===== config.mk =====
export PLATFORM = sky130hd
export DESIGN_NAME = power_mode_controller
export DESIGN_NICKNAME = d
export VERILOG_FILES = /design/src/pmc_pkg.sv /design/src/power_mode_controller.sv
export SDC_FILE = /design/constraint.sdc
export NUM_CORES = 1
export LEC_CHECK = 0
export BUFFER_PORTS_ARGS = -buffer_cell sky130_fd_sc_hd__buf_2
export CAP_MARGIN = 20
export CORE_MARGIN = 2
export CORE_UTILIZATION = 40
export CTS_BUF_LIST = sky130_fd_sc_hd__clkbuf_8
export CTS_CLUSTER_SIZE = 10
export DETAILED_ROUTE_END_ITERATION = 7
export GPL_TIMING_DRIVEN = 0
export HOLD_SLACK_MARGIN = 0.06
export PLACE_DENSITY = 0.67
export SYNTH_ARGS = -nofsm -noshare
export SYNTH_HDL_FRONTEND = slang
export SYNTH_SLANG_ARGS = --single-unit

===== constraint.sdc =====
create_clock -name ref_clk -period 2.3 [get_ports ref_clk]
set_input_delay 0.345 -clock ref_clk [delete_from_list [all_inputs] [get_ports ref_clk]]
set_output_delay 0.345 -clock ref_clk [all_outputs]
set_load 0.1 [all_outputs]

===== src/pmc_pkg.sv =====
// power mode controller: register map, field positions, reset values,
// mode enumeration and the apb carrier structs.
// assumes a 32-bit apb master with byte addresses on paddr.
package pmc_pkg;

    ////////////////////////////////////////////////////////////////////////
    // register map (byte addresses)
    localparam int ADDR_W = 12;
    localparam logic [11:0] OFS_POWER_CTRL = 12'h000;
    localparam logic [11:0] OFS_FAST_OSC_CTRL = 12'h004;
    localparam logic [11:0] OFS_REGULATOR_CTRL = 12'h008;
    localparam logic [11:0] OFS_PERIPH_CLK = 12'h00C;
    localparam logic [11:0] OFS_STATUS = 12'h010;

    ////////////////////////////////////////////////////////////////////////
    // field positions
    localparam int PWR_IDLE_BIT = 0;
    localparam int PWR_STOP_BIT = 1;
    localparam int OSC_SUSPEND_BIT = 0;
    localparam int OSC_SRC_FAST_BIT = 1;
    localparam int OSC_PREDIV_BIT = 2;
    localparam int OSC_DIV_LSB = 4;
    localparam int REG_DEEP_STOP_CONFIG_BIT_BIT = 0;
    localparam int REG_5V_EN_BIT = 1;
    localparam int STAT_MODE_LSB = 0;
    localparam int STAT_NETS_BIT = 4;
    localparam int STAT_HOLD_BIT = 5;

    ////////////////////////////////////////////////////////////////////////
    // reset values and divider figures
    localparam logic RST_SRC_FAST = 1'b1;
    localparam logic RST_PREDIV = 1'b1;
    localparam logic [1:0] RST_DIV_SEL = 2'h3;
    localparam logic RST_5V_EN = 1'b1;
    localparam logic [5:0] PREDIV_RATIO = 6'h04;
    localparam logic [5:0] NO_PREDIV = 6'h01;
    localparam int DIV_CNT_W = 6;

    ////////////////////////////////////////////////////////////////////////
    // operating modes
    typedef enum logic [2:0] {
        MODE_NORMAL,
        MODE_IDLE,
        MODE_SUSPEND,
        MODE_STOP,
        MODE_SHUTDOWN
    } mode_e;

    ////////////////////////////////////////////////////////////////////////
    // apb carrier
    typedef struct packed {
        logic psel;
        logic penable;
        logic pwrite;
        logic [ADDR_W-1:0] paddr;
        logic [31:0] pwdata;
    } apb_req_s;

    typedef struct packed {
        logic [31:0] prdata;
        logic pready;
        logic pslverr;
    } apb_rsp_s;

endpackage : pmc_pkg


===== src/power_mode_controller.sv =====
// power mode controller: mode state machine, system clock divider,
// peripheral clock gating and the apb register slave.
// assumes ref_clk stands for the fast internal oscillator, irq_pending and
// sys_reset_req come from logic on ref_clk, and the usb, reset and slow oscillator pins are asynchronous.
`timescale 1ns/1ps

// Operation
// idle halts core, peripherals run, interrupt wakes
// suspend needs fast oscillator; usb activity wakes; the code tests the prior src_fast, so one write can pair suspend with slow
// stop cuts power nets; any reset wakes
// stop with config bit set enters shutdown
// shutdown exits only on pin or power-on reset
// reset clock is fast oscillator /4 /8
// programmable divider of 1, 2, 4, 8
// unused peripheral clocks are gated off
// normal mode clocks core and all peripherals; the code clocks only the peripherals set in pclk_mask, which reset clears
// wake clears request bit, returns to normal
module power_mode_controller
    import pmc_pkg::*;
#(
    parameter int NUM_PERIPH = 8
) (
    // clock and reset
    input wire logic ref_clk,
    input wire logic reset,
    // register bus
    input wire apb_req_s apb_req,
    output apb_rsp_s apb_rsp,
    // wake and reset sources
    input wire logic irq_pending,
    input wire logic usb_bus_level,
    input wire logic external_reset_n,
    input wire logic power_on_reset,
    input wire logic sys_reset_req,
    input wire logic slow_osc_clk,
    // clock and power controls
    output logic system_clock_tick,
    output logic core_clk_en,
    output logic [NUM_PERIPH-1:0] periph_clk_en,
    output logic power_nets_on,
    output logic pin_hold,
    output logic reg5v_on
);

    ////////////////////////////////////////////////////////////////////////
    // state
    typedef struct packed {
        mode_e mode;
        logic idle_req;
        logic stop_req;
        logic susp_req;
        logic src_fast;
        logic prediv_en;
        logic [1:0] div_sel;
        logic deep_stop_config_bit;
        logic reg5v_en;
        logic [NUM_PERIPH-1:0] pclk_mask;
        logic usb_s1;
        logic usb_s2;
        logic usb_s3;
        logic xrst_s1;
        logic xrst_s2;
        logic por_s1;
        logic por_s2;
        logic slow_s1;
        logic slow_s2;
        logic slow_s3;
        logic [DIV_CNT_W-1:0] div_cnt;
        logic system_clock_tick;
        logic core_clk_en;
        logic [NUM_PERIPH-1:0] periph_clk_en;
        logic power_nets_on;
        logic pin_hold;
        logic reg5v_on;
        apb_rsp_s rsp;
    } state_s;

    state_s q;
    state_s d;

    ////////////////////////////////////////////////////////////////////////
    // helpers

    // address decode for the error path only; read and write paths decode in their own case statements
    function automatic logic addr_hit(input logic [ADDR_W-1:0] a);
        addr_hit = (a == OFS_POWER_CTRL) || (a == OFS_FAST_OSC_CTRL) ||
                   (a == OFS_REGULATOR_CTRL) || (a == OFS_PERIPH_CLK) ||
                   (a == OFS_STATUS);
    endfunction : addr_hit

    // division ratio: optional fixed /4 then 1, 2, 4 or 8
    function automatic logic [DIV_CNT_W-1:0] div_period(
        input logic prediv,
        input logic [1:0] sel
    );
        logic [DIV_CNT_W-1:0] base;
        base = prediv ? PREDIV_RATIO : NO_PREDIV;
        div_period = DIV_CNT_W'(base << sel);
    endfunction : div_period

    // read data for one register word, unused bits read as zero
    function automatic logic [31:0] read_word(
        input state_s s,
        input logic [ADDR_W-1:0] a
    );
        logic [31:0] w;
        w = 32'h0000_0000;
        case (a)
            OFS_POWER_CTRL: begin
                w[PWR_IDLE_BIT] = s.idle_req;
                w[PWR_STOP_BIT] = s.stop_req;
            end
            OFS_FAST_OSC_CTRL: begin
                w[OSC_SUSPEND_BIT] = s.susp_req;
                w[OSC_SRC_FAST_BIT] = s.src_fast;
                w[OSC_PREDIV_BIT] = s.prediv_en;
                w[OSC_DIV_LSB +: 2] = s.div_sel;
            end
            OFS_REGULATOR_CTRL: begin
                w[REG_DEEP_STOP_CONFIG_BIT_BIT] = s.deep_stop_config_bit;
                w[REG_5V_EN_BIT] = s.reg5v_en;
            end
            OFS_PERIPH_CLK: begin
                w[NUM_PERIPH-1:0] = s.pclk_mask;
            end
            OFS_STATUS: begin
                w[STAT_MODE_LSB +: 3] = s.mode;
                w[STAT_NETS_BIT] = s.power_nets_on;
                w[STAT_HOLD_BIT] = s.pin_hold;
            end
            default: begin
                w = 32'h0000_0000;
            end
        endcase
        read_word = w;
    endfunction : read_word

    ////////////////////////////////////////////////////////////////////////
    // next state
    logic usb_evt;
    logic pin_rst;
    logic any_rst;
    logic slow_tick;
    logic src_tick;
    logic running;
    logic access;
    logic [31:0] wd;
    logic pwr_wr;
    logic osc_wr;

    always_comb begin
        d = q;
        // pin synchronisers; edge detect reads only the second stage on
        d.usb_s1 = usb_bus_level;
        d.usb_s2 = q.usb_s1;
        d.usb_s3 = q.usb_s2;
        d.xrst_s1 = external_reset_n;
        d.xrst_s2 = q.xrst_s1;
        d.por_s1 = power_on_reset;
        d.por_s2 = q.por_s1;
        d.slow_s1 = slow_osc_clk;
        d.slow_s2 = q.slow_s1;
        d.slow_s3 = q.slow_s2;
        usb_evt = q.usb_s2 ^ q.usb_s3;
        pin_rst = !q.xrst_s2 || q.por_s2;
        any_rst = pin_rst || sys_reset_req;
        slow_tick = q.slow_s2 && !q.slow_s3;

        // apb: one wait state, pready high in the second access cycle
        wd = apb_req.pwdata;
        access = apb_req.psel && apb_req.penable && q.rsp.pready;
        pwr_wr = access && apb_req.pwrite &&
                 (apb_req.paddr == OFS_POWER_CTRL);
        osc_wr = access && apb_req.pwrite &&
                 (apb_req.paddr == OFS_FAST_OSC_CTRL);
        d.rsp.pready = 1'b0;
        d.rsp.pslverr = 1'b0;
        if (apb_req.psel && apb_req.penable && !q.rsp.pready) begin
            d.rsp.pready = 1'b1;
            d.rsp.pslverr = !addr_hit(apb_req.paddr);
            d.rsp.prdata = apb_req.pwrite ? 32'h0000_0000 :
                           read_word(q, apb_req.paddr);
        end

        // register writes take effect at the completing edge
        if (access && apb_req.pwrite) begin
            case (apb_req.paddr)
                OFS_POWER_CTRL: begin
                    d.idle_req = wd[PWR_IDLE_BIT];
                    d.stop_req = wd[PWR_STOP_BIT];
                end
                OFS_FAST_OSC_CTRL: begin
                    // suspend refused unless already on the fast source
                    d.susp_req = wd[OSC_SUSPEND_BIT] && q.src_fast;
                    d.src_fast = wd[OSC_SRC_FAST_BIT];
                    d.prediv_en = wd[OSC_PREDIV_BIT];
                    d.div_sel = wd[OSC_DIV_LSB +: 2];
                end
                OFS_REGULATOR_CTRL: begin
                    d.deep_stop_config_bit = wd[REG_DEEP_STOP_CONFIG_BIT_BIT];
                    d.reg5v_en = wd[REG_5V_EN_BIT];
                end
                OFS_PERIPH_CLK: begin
                    d.pclk_mask = wd[NUM_PERIPH-1:0];
                end
                default: begin
                    d.mode = q.mode;
                end
            endcase
        end

        // mode machine; stop outranks suspend, suspend outranks idle
        // a request rewritten in the wake cycle wins, so it is not lost
        case (q.mode)
            MODE_NORMAL: begin
                if (q.stop_req) begin
                    d.mode = q.deep_stop_config_bit ? MODE_SHUTDOWN : MODE_STOP;
                end else if (q.susp_req) begin
                    d.mode = MODE_SUSPEND;
                end else if (q.idle_req) begin
                    d.mode = MODE_IDLE;
                end
            end
            MODE_IDLE: begin
                if (irq_pending) begin
                    d.mode = MODE_NORMAL;
                    d.idle_req = d.idle_req && pwr_wr;
                end
            end
            MODE_SUSPEND: begin
                if (usb_evt) begin
                    d.mode = MODE_NORMAL;
                    d.susp_req = d.susp_req && osc_wr;
                end
            end
            MODE_STOP: begin
                if (any_rst) begin
                    d.mode = MODE_NORMAL;
                    d.stop_req = d.stop_req && pwr_wr;
                end
            end
            MODE_SHUTDOWN: begin
                // internal reset requests cannot reach a powered-off core
                if (pin_rst) begin
                    d.mode = MODE_NORMAL;
                    d.stop_req = d.stop_req && pwr_wr;
                end
            end
            default: begin
                d.mode = MODE_NORMAL;
            end
        endcase

        // clock, power net and pin hold controls follow the mode being entered; reg5v_on follows reg5v_en in every mode
        running = (d.mode == MODE_NORMAL) || (d.mode == MODE_IDLE);
        d.core_clk_en = (d.mode == MODE_NORMAL);
        d.periph_clk_en = d.pclk_mask & {NUM_PERIPH{running}};
        d.power_nets_on = running || (d.mode == MODE_SUSPEND);
        d.pin_hold = (d.mode == MODE_STOP) ||
                     (d.mode == MODE_SHUTDOWN);
        d.reg5v_on = d.reg5v_en;

        // system clock divider, ticks only while clocks run
        src_tick = q.src_fast ? 1'b1 : slow_tick;
        d.system_clock_tick = 1'b0;
        if (src_tick) begin
            if (q.div_cnt >= div_period(q.prediv_en, q.div_sel) -
                             DIV_CNT_W'(1)) begin
                d.div_cnt = '0;
                d.system_clock_tick = running;
            end else begin
                d.div_cnt = q.div_cnt + DIV_CNT_W'(1);
            end
        end
    end

    ////////////////////////////////////////////////////////////////////////
    // registers; reset brings up normal mode on fast osc /4 /8
    always_ff @(posedge ref_clk) begin
        if (reset) begin
            q <= '0;
            q.mode <= MODE_NORMAL;
            q.src_fast <= RST_SRC_FAST;
            q.prediv_en <= RST_PREDIV;
            q.div_sel <= RST_DIV_SEL;
            q.reg5v_en <= RST_5V_EN;
            q.reg5v_on <= RST_5V_EN;
            q.xrst_s1 <= 1'b1;
            q.xrst_s2 <= 1'b1;
            q.core_clk_en <= 1'b1;
            q.power_nets_on <= 1'b1;
        end else begin
            q <= d;
        end
    end

    ////////////////////////////////////////////////////////////////////////
    // outputs straight from flip-flops
    assign apb_rsp = q.rsp;
    assign system_clock_tick = q.system_clock_tick;
    assign core_clk_en = q.core_clk_en;
    assign periph_clk_en = q.periph_clk_en;
    assign power_nets_on = q.power_nets_on;
    assign pin_hold = q.pin_hold;
    assign reg5v_on = q.reg5v_on;

endmodule : power_mode_controller


==> results of run 1 <==
-- registers in the layout (all words and copies together), names as in the netlist --
name	flops
q	29
apb_rsp	10
periph_clk_en	8
d	6
core_clk_en	1
pin_hold	1
power_nets_on	1
reg5v_on	1
system_clock_tick	1
-- cell type report --
cell class              instances  share of cell area, %
repair buffers                 53                  7.676
clock buffers                   9                  3.584
inverters                       4                 0.4345
well taps                      80                  2.896
multi-input cells             211                  38.88
flip-flops and latches         58                  33.60
plain buffers                  52                  10.21
clock inverters                 7                  2.715
-- stage by stage --
step	worst slack, ps	total power [mW]	hold slack [ps]
finish	136.1	2.384	194.7
global route	15.61	2.477	192.3
CTS	0.2836	2.407	180.4
detailed placement	-17.75	1.377	405.3
global placement	2.983	1.375	392.9
floorplan	185.0	1.321	389.5
-- timing repair --
item,in CTS,in global routing
pin swaps,1,0
endpoints found under the setup margin,1,7
resized for setup,0,1
hold buffers,0,0
-- synth_stat cells, types with 3 or more instances --
| master | number |
|---|---|
| a21oi_1 | 8 |
| a22o_1 | 3 |
| a22oi_1 | 5 |
| buf_4 | 42 |
| clkbuf_1 | 9 |
| dfxtp_1 | 58 |
| ha_1 | 6 |
| inv_1 | 4 |
| mux2_2 | 5 |
| mux2i_1 | 20 |
| nand2_1 | 15 |
| nand3_1 | 5 |
| nor2_1 | 33 |
| nor2b_1 | 14 |
| nor3_1 | 10 |
| nor3b_1 | 3 |
| nor4_1 | 4 |
| o21ai_0 | 8 |
| o21ai_1 | 3 |
| xor2_1 | 5 |
-- final timing paths --
check	startpoint	end	slack, ps
worst max-delay path	q[75]	system_clock_tick	140
worst min-delay path	external_reset_n	d[58]	190
worst max register to register	q[75]	system_clock_tick	140
worst min register to register	d[58]	q[58]	410
-- metal layers --
| metal | track usage, % | part of all wire (%) | vias up | wire length, um |
|---|---|---|---|---|
| met5 | 0 | 0 | - | 0 |
| met4 | 8.811 | 2.4 | 0 | 138 |
| met3 | 3.886 | 7.3 | 13 | 420 |
| met2 | 24.38 | 45 | 80 | 2618 |
| met1 | 20.35 | 45 | 1003 | 2607 |
| li1 | - | - | 1172 | - |
-- cells in the final DEF (no fill, tap or decap), types with 3 or more instances in the layout --
cell type,count
dfxtp_1,58
buf_2,53
buf_4,42
nor2_1,33
conb_1,25
mux2i_1,20
nand2_1,15
nor2b_1,14
nor3_1,10
clkbuf_1,9
clkbuf_8,9
a21oi_1,8
o21ai_0,8
ha_1,6
nand3_1,5
xor2_1,5
a22oi_1,5
mux2_2,5
nor4_1,4
inv_1,4
nor3b_1,3
a22o_1,3
o21ai_1,3
-- critical path: stages (launching register included) --
cell	delay, ps
dfxtp_1	310
clkbuf_1	250
nor2_1	80
ha_1	290
or4b_2	580
a21oi_1	150
o32a_2	230
and4_1	220
-- power by group through the flow --
stage	registers, mW	clock network, mW	logic, mW
4_1_cts	1.03	1.05	0.329
6_report	1.03	1.03	0.330
3_3_place_gp	1.05	0	0.327
3_5_place_dp	1.05	0	0.328
5_1_grt	1.03	1.10	0.349
2_1_floorplan	1.05	0	0.274
-- kinds of logic after synthesis --
kind of cell,after synthesis,share of synthesized area [%]
AND/OR/NAND/NOR,106,20.62
flip-flops,58,41.69
buffers and inverters,56,13.21
AO/OA/AOI/OAI,43,10.42
multiplexers,25,9.209
adder cells (fa/ha/maj),6,2.695
XOR/XNOR,6,1.887
other,2,0.2696
==> PnR_summary.wiki, run 1 <==
{| class="wikitable"
! Metric !! Value
|-
| Via-to-Cell Ratio || 4.785
|-
| Drt first-iter violations || 85
|-
| Fraction of power spent switching nets || 28.49%
|-
| Sw power || 0.6793 mW
|-
| Largest driver fanout on the critical path || 8
|-
| Post-synthesis cell count || 302
|-
| Arrival time of data at the critical path endpoint || 2440 ps
|-
| Pwr/cell area || 689.9 nW/um^2
|-
| Worst path required time || 2570 ps
|-
| Type of element capturing the critical path || flop
|-
| Number of maximum-capacitance violations || 0
|-
| Final HPWL from detailed placement || 4387 um
|-
| Slew Limit Headroom || 52.03%
|-
| Kind of start point of the critical path || flop
|-
| Total number of placement rows || 30
|-
| Initial core utilization || 41.22%
|-
| Number of clock sinks || 58
|-
| Type of the tightest min-delay check || in2reg
|-
| Area taken by multi-input logic gates || 1344 um^2
|-
| I/O Pins || 102
|-
| Via count of the first global-routing pass || 1969
|-
| Global Route Usage Sum || 15.89%
|-
| Largest net degree at the start of global routing || 12
|-
| Post-synthesis sequential area ratio || 41.69%
|-
| Cell Count, Final, Fillers Out || 474
|-
| Worst-case vdd ir drop || 413.3 uV
|-
| Die width || 87.45 um
|-
| Crit Path Class || reg2reg
|-
| H-tree levels || 3
|-
| Fmax || 462.1 MHz
|-
| Congestion Overflow GR || 0
|-
| First-pass DRT Iterations || 4
|-
| Maximum number of buffers from clock root to sink || 2
|-
| Part of the power in combinational logic || 13.8%
|-
| Area of all sequential standard cells || 1161 um^2
|-
| Clock share of power || 43.2%
|-
| First-pass GRT wire length || 9170 um
|-
| Gpl congestion || 0.8038
|-
| Count of placed standard cells including taps || 458
|-
| Fraction of power consumed by sequential logic || 43.0%
|-
| Time the worst path needs with I/O delays and setup || 2164 ps
|-
| Yosys Warn Count || 0
|-
| WL final || 5784 um
|-
| Number of synthesized flops with an enable pin || 0
|-
| Clock tree from TritonCTS || built
|-
| Number of synthesized register bits || 58
|-
| Cell Area, Synth || 2785 um^2
|-
| Per-cell routed wire length || 12.20 um
|-
| Final standard cell area without fillers || 3456 um^2
|-
| Clk root buf || clkbuf_8
|-
| Worst-Margin Slew || 716.1 ps
|-
| Register clock-pin slew on the reported worst setup and hold paths || 70 ps
|-
| Top cells by area in the synthesized netlist || dfxtp_1 (42%), buf_4 (11%), mux2i_1 (7.2%)
|-
| Number of fill cells in the layout || 657
|-
| Biggest area consumer among synthesized cells || dfxtp_1
|-
| Clock buffer count from CTS || 9
|-
| Post-CTS setup repair buffer count || 0
|-
| Relative area change from synthesis to final layout || 24.08%
|-
| Initial antenna violation count || 0
|-
| Outcome || finished, final reports clean
|-
| Vias after detailed routing || 2268
|-
| Net count, final || 450
|-
| DP Area || 3237 um^2
|-
| P_int || 1.705 mW
|-
| Inserted Diodes || 0
|-
| Hold Path Depth || 2
|-
| Count of input and output buffers || 53
|-
| DRT antenna net count || 0
|-
| Vertical die dimension || 87.45 um
|-
| Leakage power summed over all cells || 1.685 nW
|-
| Finished Core Util || 51.15%
|-
| Final count of negative-setup-slack endpoints || 0
|-
| Total Negative Setup Slacks || 0 ps
|-
| Worst Clk Skew || 10.87 ps
|-
| Full die area || 7647 um^2
|-
| Fraction of registers with async set or reset after synthesis || 0%
|-
| Depth of the worst register-to-register path || 7
|-
| Final hold violations || 0
|-
| Syn avg cell area || 9.222 um^2
|-
| Unrepaired setup endpoints after global routing || no
|-
| Area of the core || 6756 um^2
|-
| Distinct cell type count after synthesis || 50
|-
| Final critical-path share of the clock period || 94.08%
|-
| Dominant register cell in the synthesized netlist || dfxtp_1
|-
| Clock latency on the worst-skew pair || 340 ps
|-
| Area fraction of the dominant cell type after synthesis || 41.69%
|-
| Remaining DRCs || 0
|-
| Max-slew violations || 0
|-
| Fraction of layout instances using a drive strength above 1 || 31.98%
|}
Power figures use the tool's default switching activity.
==> run 2, diff against run 1 <==
Settings changed: ABC_CLOCK_PERIOD_IN_PS set to 2300, REMOVE_ABC_BUFFERS set to 1.
==> run 2 against run 1 <==
Against the previous run:
- clock-buffer cell count grew 2
- largest power group unchanged
- combinational power fell by 12%
- cell area is 11% lower
- maximum frequency increased by 0.91%
==> PnR_summary.wiki, run 2 (synthesized netlist as in run 1, its figures left out) <==
{| class="wikitable"
! Metric !! Value
|-
| Drt first-iter violations || 100 (was 85)
|-
| Unrepaired setup endpoints after global routing || no (unchanged)
|-
| Clock tree from TritonCTS || built (unchanged)
|-
| Worst-case vdd ir drop || 270.2 uV (was 413.3 uV)
|-
| Type of element capturing the critical path || flop (unchanged)
|-
| H-tree levels || 3 (unchanged)
|-
| Number of maximum-capacitance violations || 0 (unchanged)
|-
| First-pass GRT wire length || 8618 um (was 9170 um)
|-
| Number of clock sinks || 58 (unchanged)
|-
| Gpl congestion || 0.8823 (was 0.8038)
|-
| Number of fill cells in the layout || 676 (was 657)
|-
| Bufs and invs on worst path || 1 (unchanged)
|-
| Final critical-path share of the clock period || 93.23% (was 94.08%)
|-
| Worst R2R End || system_clock_tick (unchanged)
|-
| Fmax || 466.3 MHz (was 462.1 MHz)
|-
| Hold-fix buffers at CTS || 0 (unchanged)
|-
| Outcome || finished, final reports clean (unchanged)
|-
| Final count of negative-setup-slack endpoints || 0 (unchanged)
|-
| Post-CTS setup repair buffer count || 0 (unchanged)
|-
| Largest driver fanout on the critical path || 41 (was 8)
|-
| Depth of the worst register-to-register path || 6 (was 7)
|-
| First-pass DRT Iterations || 4 (unchanged)
|-
| Register-to-register setup slack || 200 ps (was 140 ps)
|-
| Crit Path Class || in2reg (was reg2reg)
|-
| Final hold violations || 0 (unchanged)
|-
| Initial core utilization || 41.22% (unchanged)
|-
| Source of the worst register-to-register timing path || q[75] (unchanged)
|-
| Cell Count, Final, Fillers Out || 422 (was 474)
|-
| Clock buffer count from CTS || 9 (unchanged)
|-
| Per-cell routed wire length || 12.77 um (was 12.20 um)
|-
| Cell at the slowest stage of the critical path || or4b_4 (was or4b_2)
|-
| Clk root buf || clkbuf_8 (unchanged)
|-
| Vias after detailed routing || 2089 (was 2268)
|-
| Leakage power summed over all cells || 1.441 nW (was 1.685 nW)
|-
| Via count of the first global-routing pass || 1881 (was 1969)
|-
| Leading cell type in the layout, fill and taps excluded || dfxtp_1 (unchanged)
|-
| I/O Pins || 102 (unchanged)
|-
| Crit path max-delay family || simple AND/OR/NAND/NOR gates (unchanged)
|-
| Time the worst path needs with I/O delays and setup || 2144 ps (was 2164 ps)
|-
| Worst min-delay path startpoint || external_reset_n (unchanged)
|-
| DRT antenna net count || 0 (unchanged)
|-
| Via-to-Cell Ratio || 4.950 (was 4.785)
|-
| Relative area change from synthesis to final layout || 10.96% (was 24.08%)
|-
| Net count, final || 398 (was 450)
|-
| Hold Path Depth || 2 (unchanged)
|-
| Commonest cells after routing, fill and taps aside || dfxtp_1 (58), buf_2 (53), nor2_1 (33), conb_1 (25), mux2i_1 (20) (was dfxtp_1 (58), buf_2 (53), buf_4 (42), nor2_1 (33), conb_1 (25))
|-
| Worst slack on hold paths || 201.0 ps (was 194.7 ps)
|-
| Kind of start point of the critical path || input pin (was flop)
|-
| Area of the core || 6756 um^2 (unchanged)
|-
| Count of input and output buffers || 53 (unchanged)
|-
| Final standard cell area without fillers || 3090 um^2 (was 3456 um^2)
|-
| Pwr/cell area || 730.5 nW/um^2 (was 689.9 nW/um^2)
|-
| WL final || 5390 um (was 5784 um)
|-
| Vertical die dimension || 87.45 um (unchanged)
|-
| Max-slew violations || 0 (unchanged)
|-
| Count of placed standard cells including taps || 406 (was 458)
|-
| Maximum number of buffers from clock root to sink || 2 (unchanged)
|-
| Hold worst-path end || d[58] (unchanged)
|-
| Global Route Usage Sum || 14.67% (was 15.89%)
|-
| Worst path required time || 2570 ps (about the same)
|-
| Die width || 87.45 um (unchanged)
|-
| Biggest register || q (unchanged)
|-
| Worst-Margin Slew || 717.7 ps (was 716.1 ps)
|-
| Total number of placement rows || 30 (unchanged)
|-
| Inserted Diodes || 0 (unchanged)
|-
| Full die area || 7647 um^2 (unchanged)
|-
| Arrival time of data at the critical path endpoint || 2410 ps (was 2440 ps)
|-
| Clock latency on the worst-skew pair || 330 ps (was 340 ps)
|-
| Largest net degree at the start of global routing || 42 (was 12)
|-
| CP max stage delay || 550 ps (was 580 ps)
|-
| Worst Clk Skew || 12.50 ps (was 10.87 ps)
|-
| Worst path cell trace || buf_2 -> nor4bb_1 -> or4b_4 -> or4_4 -> o21ai_1 (was clkbuf_1 -> nor2_1 -> ha_1 -> or4b_2 -> a21oi_1 -> o32a_2 -> and4_1)
|-
| Number of flip-flops in the largest register || 29 (unchanged)
|-
| Final HPWL from detailed placement || 4009 um (was 4387 um)
|-
| Initial antenna violation count || 0 (unchanged)
|-
| DP Area || 2884 um^2 (was 3237 um^2)
|-
| Type of the tightest min-delay check || in2reg (unchanged)
|-
| Congestion Overflow GR || 0 (unchanged)
|-
| Fraction of layout instances using a drive strength above 1 || 24.27% (was 31.98%)
|-
| Remaining DRCs || 0 (unchanged)
|-
| Register clock-pin slew on the reported worst setup and hold paths || 70 ps (about the same)
|-
| Slew Limit Headroom || 52.15% (was 52.03%)
|}
==> run 2: metrics by stage <==
step	setup WS, ps	utilization [%]	setup TNS [ps]	power [mW]
floorplan	-8.076	-	-13.94	1.276
global placement	-140.0	42.69	-402.2	1.335
detailed placement	-157.7	42.69	-495.5	1.337
CTS	69.48	45.72	0	2.285
global route	43.97	45.74	0	2.354
finish	155.6	45.74	0	2.258
==> run 2: repair_timing <==
| item | 4_1_cts | 5_1_grt |
|---|---|---|
| hold endpoints to repair | 0 | 0 |
| resized for setup | 0 | 1 |
| endpoints found under the setup margin | 0 | 1 |
==> run 2: routing by layer <==
| metal | wire [um] | vias up | GRT usage (%) | part of all wire [%] |
|---|---|---|---|---|
| li1 | - | 1069 | - | - |
| met2 | 2420 | 69 | 21.49 | 45 |
| met5 | 0 | - | 0 | 0 |
| met1 | 2519 | 938 | 18.95 | 47 |
| met4 | 159 | 0 | 8.671 | 2.9 |
| met3 | 290 | 13 | 4.360 | 5.4 |
==> run 2: area by class of cell <==
type	count	area [um^2]	area share, %
repair buffers	53	265.3	8.583
well taps	80	100.1	3.239
multi-input cells	211	1344	43.48
clock buffers	11	151.4	4.899
clock inverters	5	53.80	1.741
flip-flops and latches	58	1161	37.57
inverters	4	15.01	0.4858
==> run 2: worst max-delay path by stage <==
stage,start,endpoint,slack (ps),cells after the start
final,reset,apb_rsp[6],160,5
after global routing,reset,apb_rsp[4],40,5
after CTS,q[75],system_clock_tick,70,6
after detailed placement,reset,apb_rsp[6],-160,5
after global placement,reset,apb_rsp[4],-140,5
after floorplan,apb_rsp[1],apb_rsp[6],-8,4
==> run 2: where the power goes <==
| group | internal [mW] | switching, mW |
|---|---|---|
| Combinational | 0.0495 | 0.240 |
| Sequential | 1.02 | 0.00793 |
| Clock | 0.553 | 0.390 |
| Total | 1.62 | 0.637 |
==> run 3, diff against run 2 <==
Settings changed: ABC_CLOCK_PERIOD_IN_PS 2300 to 1900, PLACE_DENSITY 0.67 to 0.69.
Clock period 2.3 ns to 1.9 ns, I/O delays scaled along.
==> run 3 against run 2 <==
Against the previous run:
- clock-buffer cell count is 1 lower
- clock power is 17% higher
- worst setup slack worse by 150 ps
- largest power group unchanged
- highest routed layer unchanged
==> PnR_summary.wiki, run 3 (synthesized netlist as in run 1, its figures left out) <==
{| class="wikitable"
! Metric !! Value
|-
| DRT antenna net count || 0 (unchanged)
|-
| Worst Clk Skew || 9.183 ps (was 12.50 ps)
|-
| Global Route Usage Sum || 15.14% (was 14.67%)
|-
| Area of the core || 6756 um^2 (unchanged)
|-
| Worst R2R End || q[52] (was system_clock_tick)
|-
| Worst min-delay path startpoint || external_reset_n (unchanged)
|-
| Fmax || 528.3 MHz
|-
| Leakage power summed over all cells || 1.512 nW (was 1.441 nW)
|-
| Number of flip-flops in the largest register || 29 (unchanged)
|-
| Outcome || finished, final reports clean (unchanged)
|-
| DP Area || 2884 um^2 (unchanged)
|-
| Crit Path Class || reg2reg (was in2reg)
|-
| Worst path cell trace || nor2_2 -> ha_1 -> or4b_4 -> a21oi_2 -> o32a_1 -> buf_6 -> nor3_2 (was buf_2 -> nor4bb_1 -> or4b_4 -> or4_4 -> o21ai_1)
|-
| Hold-fix buffers at CTS || 0 (unchanged)
|-
| Depth of the worst register-to-register path || 7 (was 6)
|-
| Register clock-pin slew on the reported worst setup and hold paths || 70 ps (about the same)
|-
| CP max stage delay || 460 ps (was 550 ps)
|-
| Total number of placement rows || 30 (unchanged)
|-
| Die width || 87.45 um (unchanged)
|-
| Fraction of layout instances using a drive strength above 1 || 30.68% (was 24.27%)
|-
| Congestion Overflow GR || 0 (unchanged)
|-
| Full die area || 7647 um^2 (unchanged)
|-
| Gpl congestion || 0.8318 (was 0.8823)
|-
| Hold Path Depth || 2 (unchanged)
|-
| Final critical-path share of the clock period || 99.63%
|-
| Time the worst path needs with I/O delays and setup || 1893 ps
|-
| Biggest register || q (unchanged)
|-
| Leading cell type in the layout, fill and taps excluded || dfxtp_1 (unchanged)
|-
| H-tree levels || 3 (unchanged)
|-
| Final count of negative-setup-slack endpoints || 0 (unchanged)
|-
| First-pass GRT wire length || 8880 um (was 8618 um)
|-
| Pwr/cell area || 832.4 nW/um^2 (was 730.5 nW/um^2)
|-
| Smallest setup slack after layout || 7.049 ps (was 155.6 ps)
|-
| Remaining DRCs || 0 (unchanged)
|-
| Clk root buf || clkbuf_8 (unchanged)
|-
| Type of element capturing the critical path || flop (unchanged)
|-
| Hold worst-path end || d[58] (unchanged)
|-
| Vias after detailed routing || 2174 (was 2089)
|-
| Final hold violations || 0 (unchanged)
|-
| Relative area change from synthesis to final layout || 16.62% (was 10.96%)
|-
| Kind of start point of the critical path || flop (was input pin)
|-
| Count of input and output buffers || 53 (unchanged)
|-
| Final standard cell area without fillers || 3248 um^2 (was 3090 um^2)
|-
| Worst setup path start || q[74] (was reset)
|-
| Slew Limit Headroom || 54.64% (was 52.15%)
|-
| Number of clock sinks || 58 (unchanged)
|-
| Via-to-Cell Ratio || 5.032 (was 4.950)
|-
| Final HPWL from detailed placement || 4032 um (was 4009 um)
|-
| Bufs and invs on worst path || 1 (unchanged)
|-
| Worst-Margin Slew || 677.3 ps (was 717.7 ps)
|-
| Vertical die dimension || 87.45 um (unchanged)
|-
| Maximum number of buffers from clock root to sink || 2 (unchanged)
|-
| WL final || 5748 um (was 5390 um)
|-
| I/O Pins || 102 (unchanged)
|-
| Number of maximum-capacitance violations || 0 (unchanged)
|-
| Type of the tightest min-delay check || in2reg (unchanged)
|-
| Initial antenna violation count || 0 (unchanged)
|-
| Clock tree from TritonCTS || built (unchanged)
|-
| Per-cell routed wire length || 13.31 um (was 12.77 um)
|-
| Net count, final || 408 (was 398)
|-
| Source of the worst register-to-register timing path || q[74] (was q[75])
|-
| Crit path max-delay family || simple AND/OR/NAND/NOR gates (unchanged)
|-
| Worst path required time || 2100 ps (was 2570 ps)
|-
| Clock latency on the worst-skew pair || 330 ps (about the same)
|-
| Register-to-register setup slack || 7 ps (was 200 ps)
|-
| Largest driver fanout on the critical path || 7 (was 41)
|-
| First-pass DRT Iterations || 4 (unchanged)
|-
| Initial core utilization || 41.22% (unchanged)
|-
| Unrepaired setup endpoints after global routing || yes (was no)
|-
| Cell at the slowest stage of the critical path || or4b_4 (unchanged)
|-
| Drt first-iter violations || 138 (was 100)
|-
| Commonest cells after routing, fill and taps aside || dfxtp_1 (54), buf_2 (52), nor2_1 (32), conb_1 (25), mux2i_1 (20) (was dfxtp_1 (58), buf_2 (53), nor2_1 (33), conb_1 (25), mux2i_1 (20))
|-
| Max-slew violations || 0 (unchanged)
|-
| Largest net degree at the start of global routing || 42 (unchanged)
|-
| Inserted Diodes || 0 (unchanged)
|-
| Via count of the first global-routing pass || 1943 (was 1881)
|-
| Arrival time of data at the critical path endpoint || 2090 ps (was 2410 ps)
|-
| Worst slack on hold paths || 138.7 ps (was 201.0 ps)
|-
| Worst-case vdd ir drop || 500.7 uV (was 270.2 uV)
|-
| Clock buffer count from CTS || 9 (unchanged)
|-
| Post-placement worst setup slack || -498.7 ps (was -157.7 ps)
|}
-- run 3: changes by cell type in the layout (fill, tap and decap cells not counted), moves of 2 or more --
cell	before	now
a21oi_1	8	6
a21oi_2	0	2
buf_4	0	9
buf_6	0	2
clkinv_2	1	3
clkinvlp_4	2	0
dfxtp_1	58	54
dfxtp_2	0	2
dfxtp_4	0	2
nor3_1	10	5
nor3_2	0	4
-- run 3: final cells by class --
cell class                 instances  area (um^2)
fill                             665         3508
multi-input combinational        211         1416
sequential                        58         1171
timing repair buffer              63        350.3
clock buffer                      10        137.6
tap                               80        100.1
clock inverter                     6        57.56
inverter                           4        15.01
-- run 3: how the worst max path moves through the flow --
| stage | cells past startpoint | end | slack [ps] |
|---|---|---|---|
| 2_1_floorplan | 4 | apb_rsp[6] | -410 |
| 3_3_place_gp | 5 | apb_rsp[4] | -470 |
| 3_5_place_dp | 5 | apb_rsp[6] | -500 |
| 4_1_cts | 9 | q[52] | 0.5 |
| 5_1_grt | 9 | q[51] | -60 |
| 6_report | 7 | q[52] | 7 |
-- run 3: per-layer routing --
metal	vias up	GRT usage (%)	routed length, um
met5	-	0	0
met4	0	5.594	40
met3	4	6.256	310
met2	57	24.38	2767
met1	1030	18.02	2629
li1	1083	-	-
-- run 3: timing repair --
action,4_1_cts,5_1_grt
gates resized for setup,13,12
buffers inserted,6,5
pin swaps,2,3
endpoints found under the setup margin,10,21
-- run 3: through the flow --
| step | TNS (ps) | power [mW] | utilization [%] | std cells |
|---|---|---|---|---|
| 5_1_grt | -251.1 | 2.809 | 48.07 | 432 |
| 3_3_place_gp | -8566 | 1.616 | 42.69 | 406 |
| 2_1_floorplan | -5938 | 1.545 | - | 273 |
| 4_1_cts | 0 | 2.716 | 46.87 | 427 |
| 6_report | 0 | 2.704 | 48.07 | 432 |
| 3_5_place_dp | -8718 | 1.619 | 42.69 | 406 |
-- run 3: report_power, final --
group	internal, mW	total (mW)	leakage [nW]	switching [mW]
sequential	1.23	1.24	0.470	0.0102
combinational	0.0657	0.361	0.935	0.296
clock	0.631	1.10	0.107	0.471
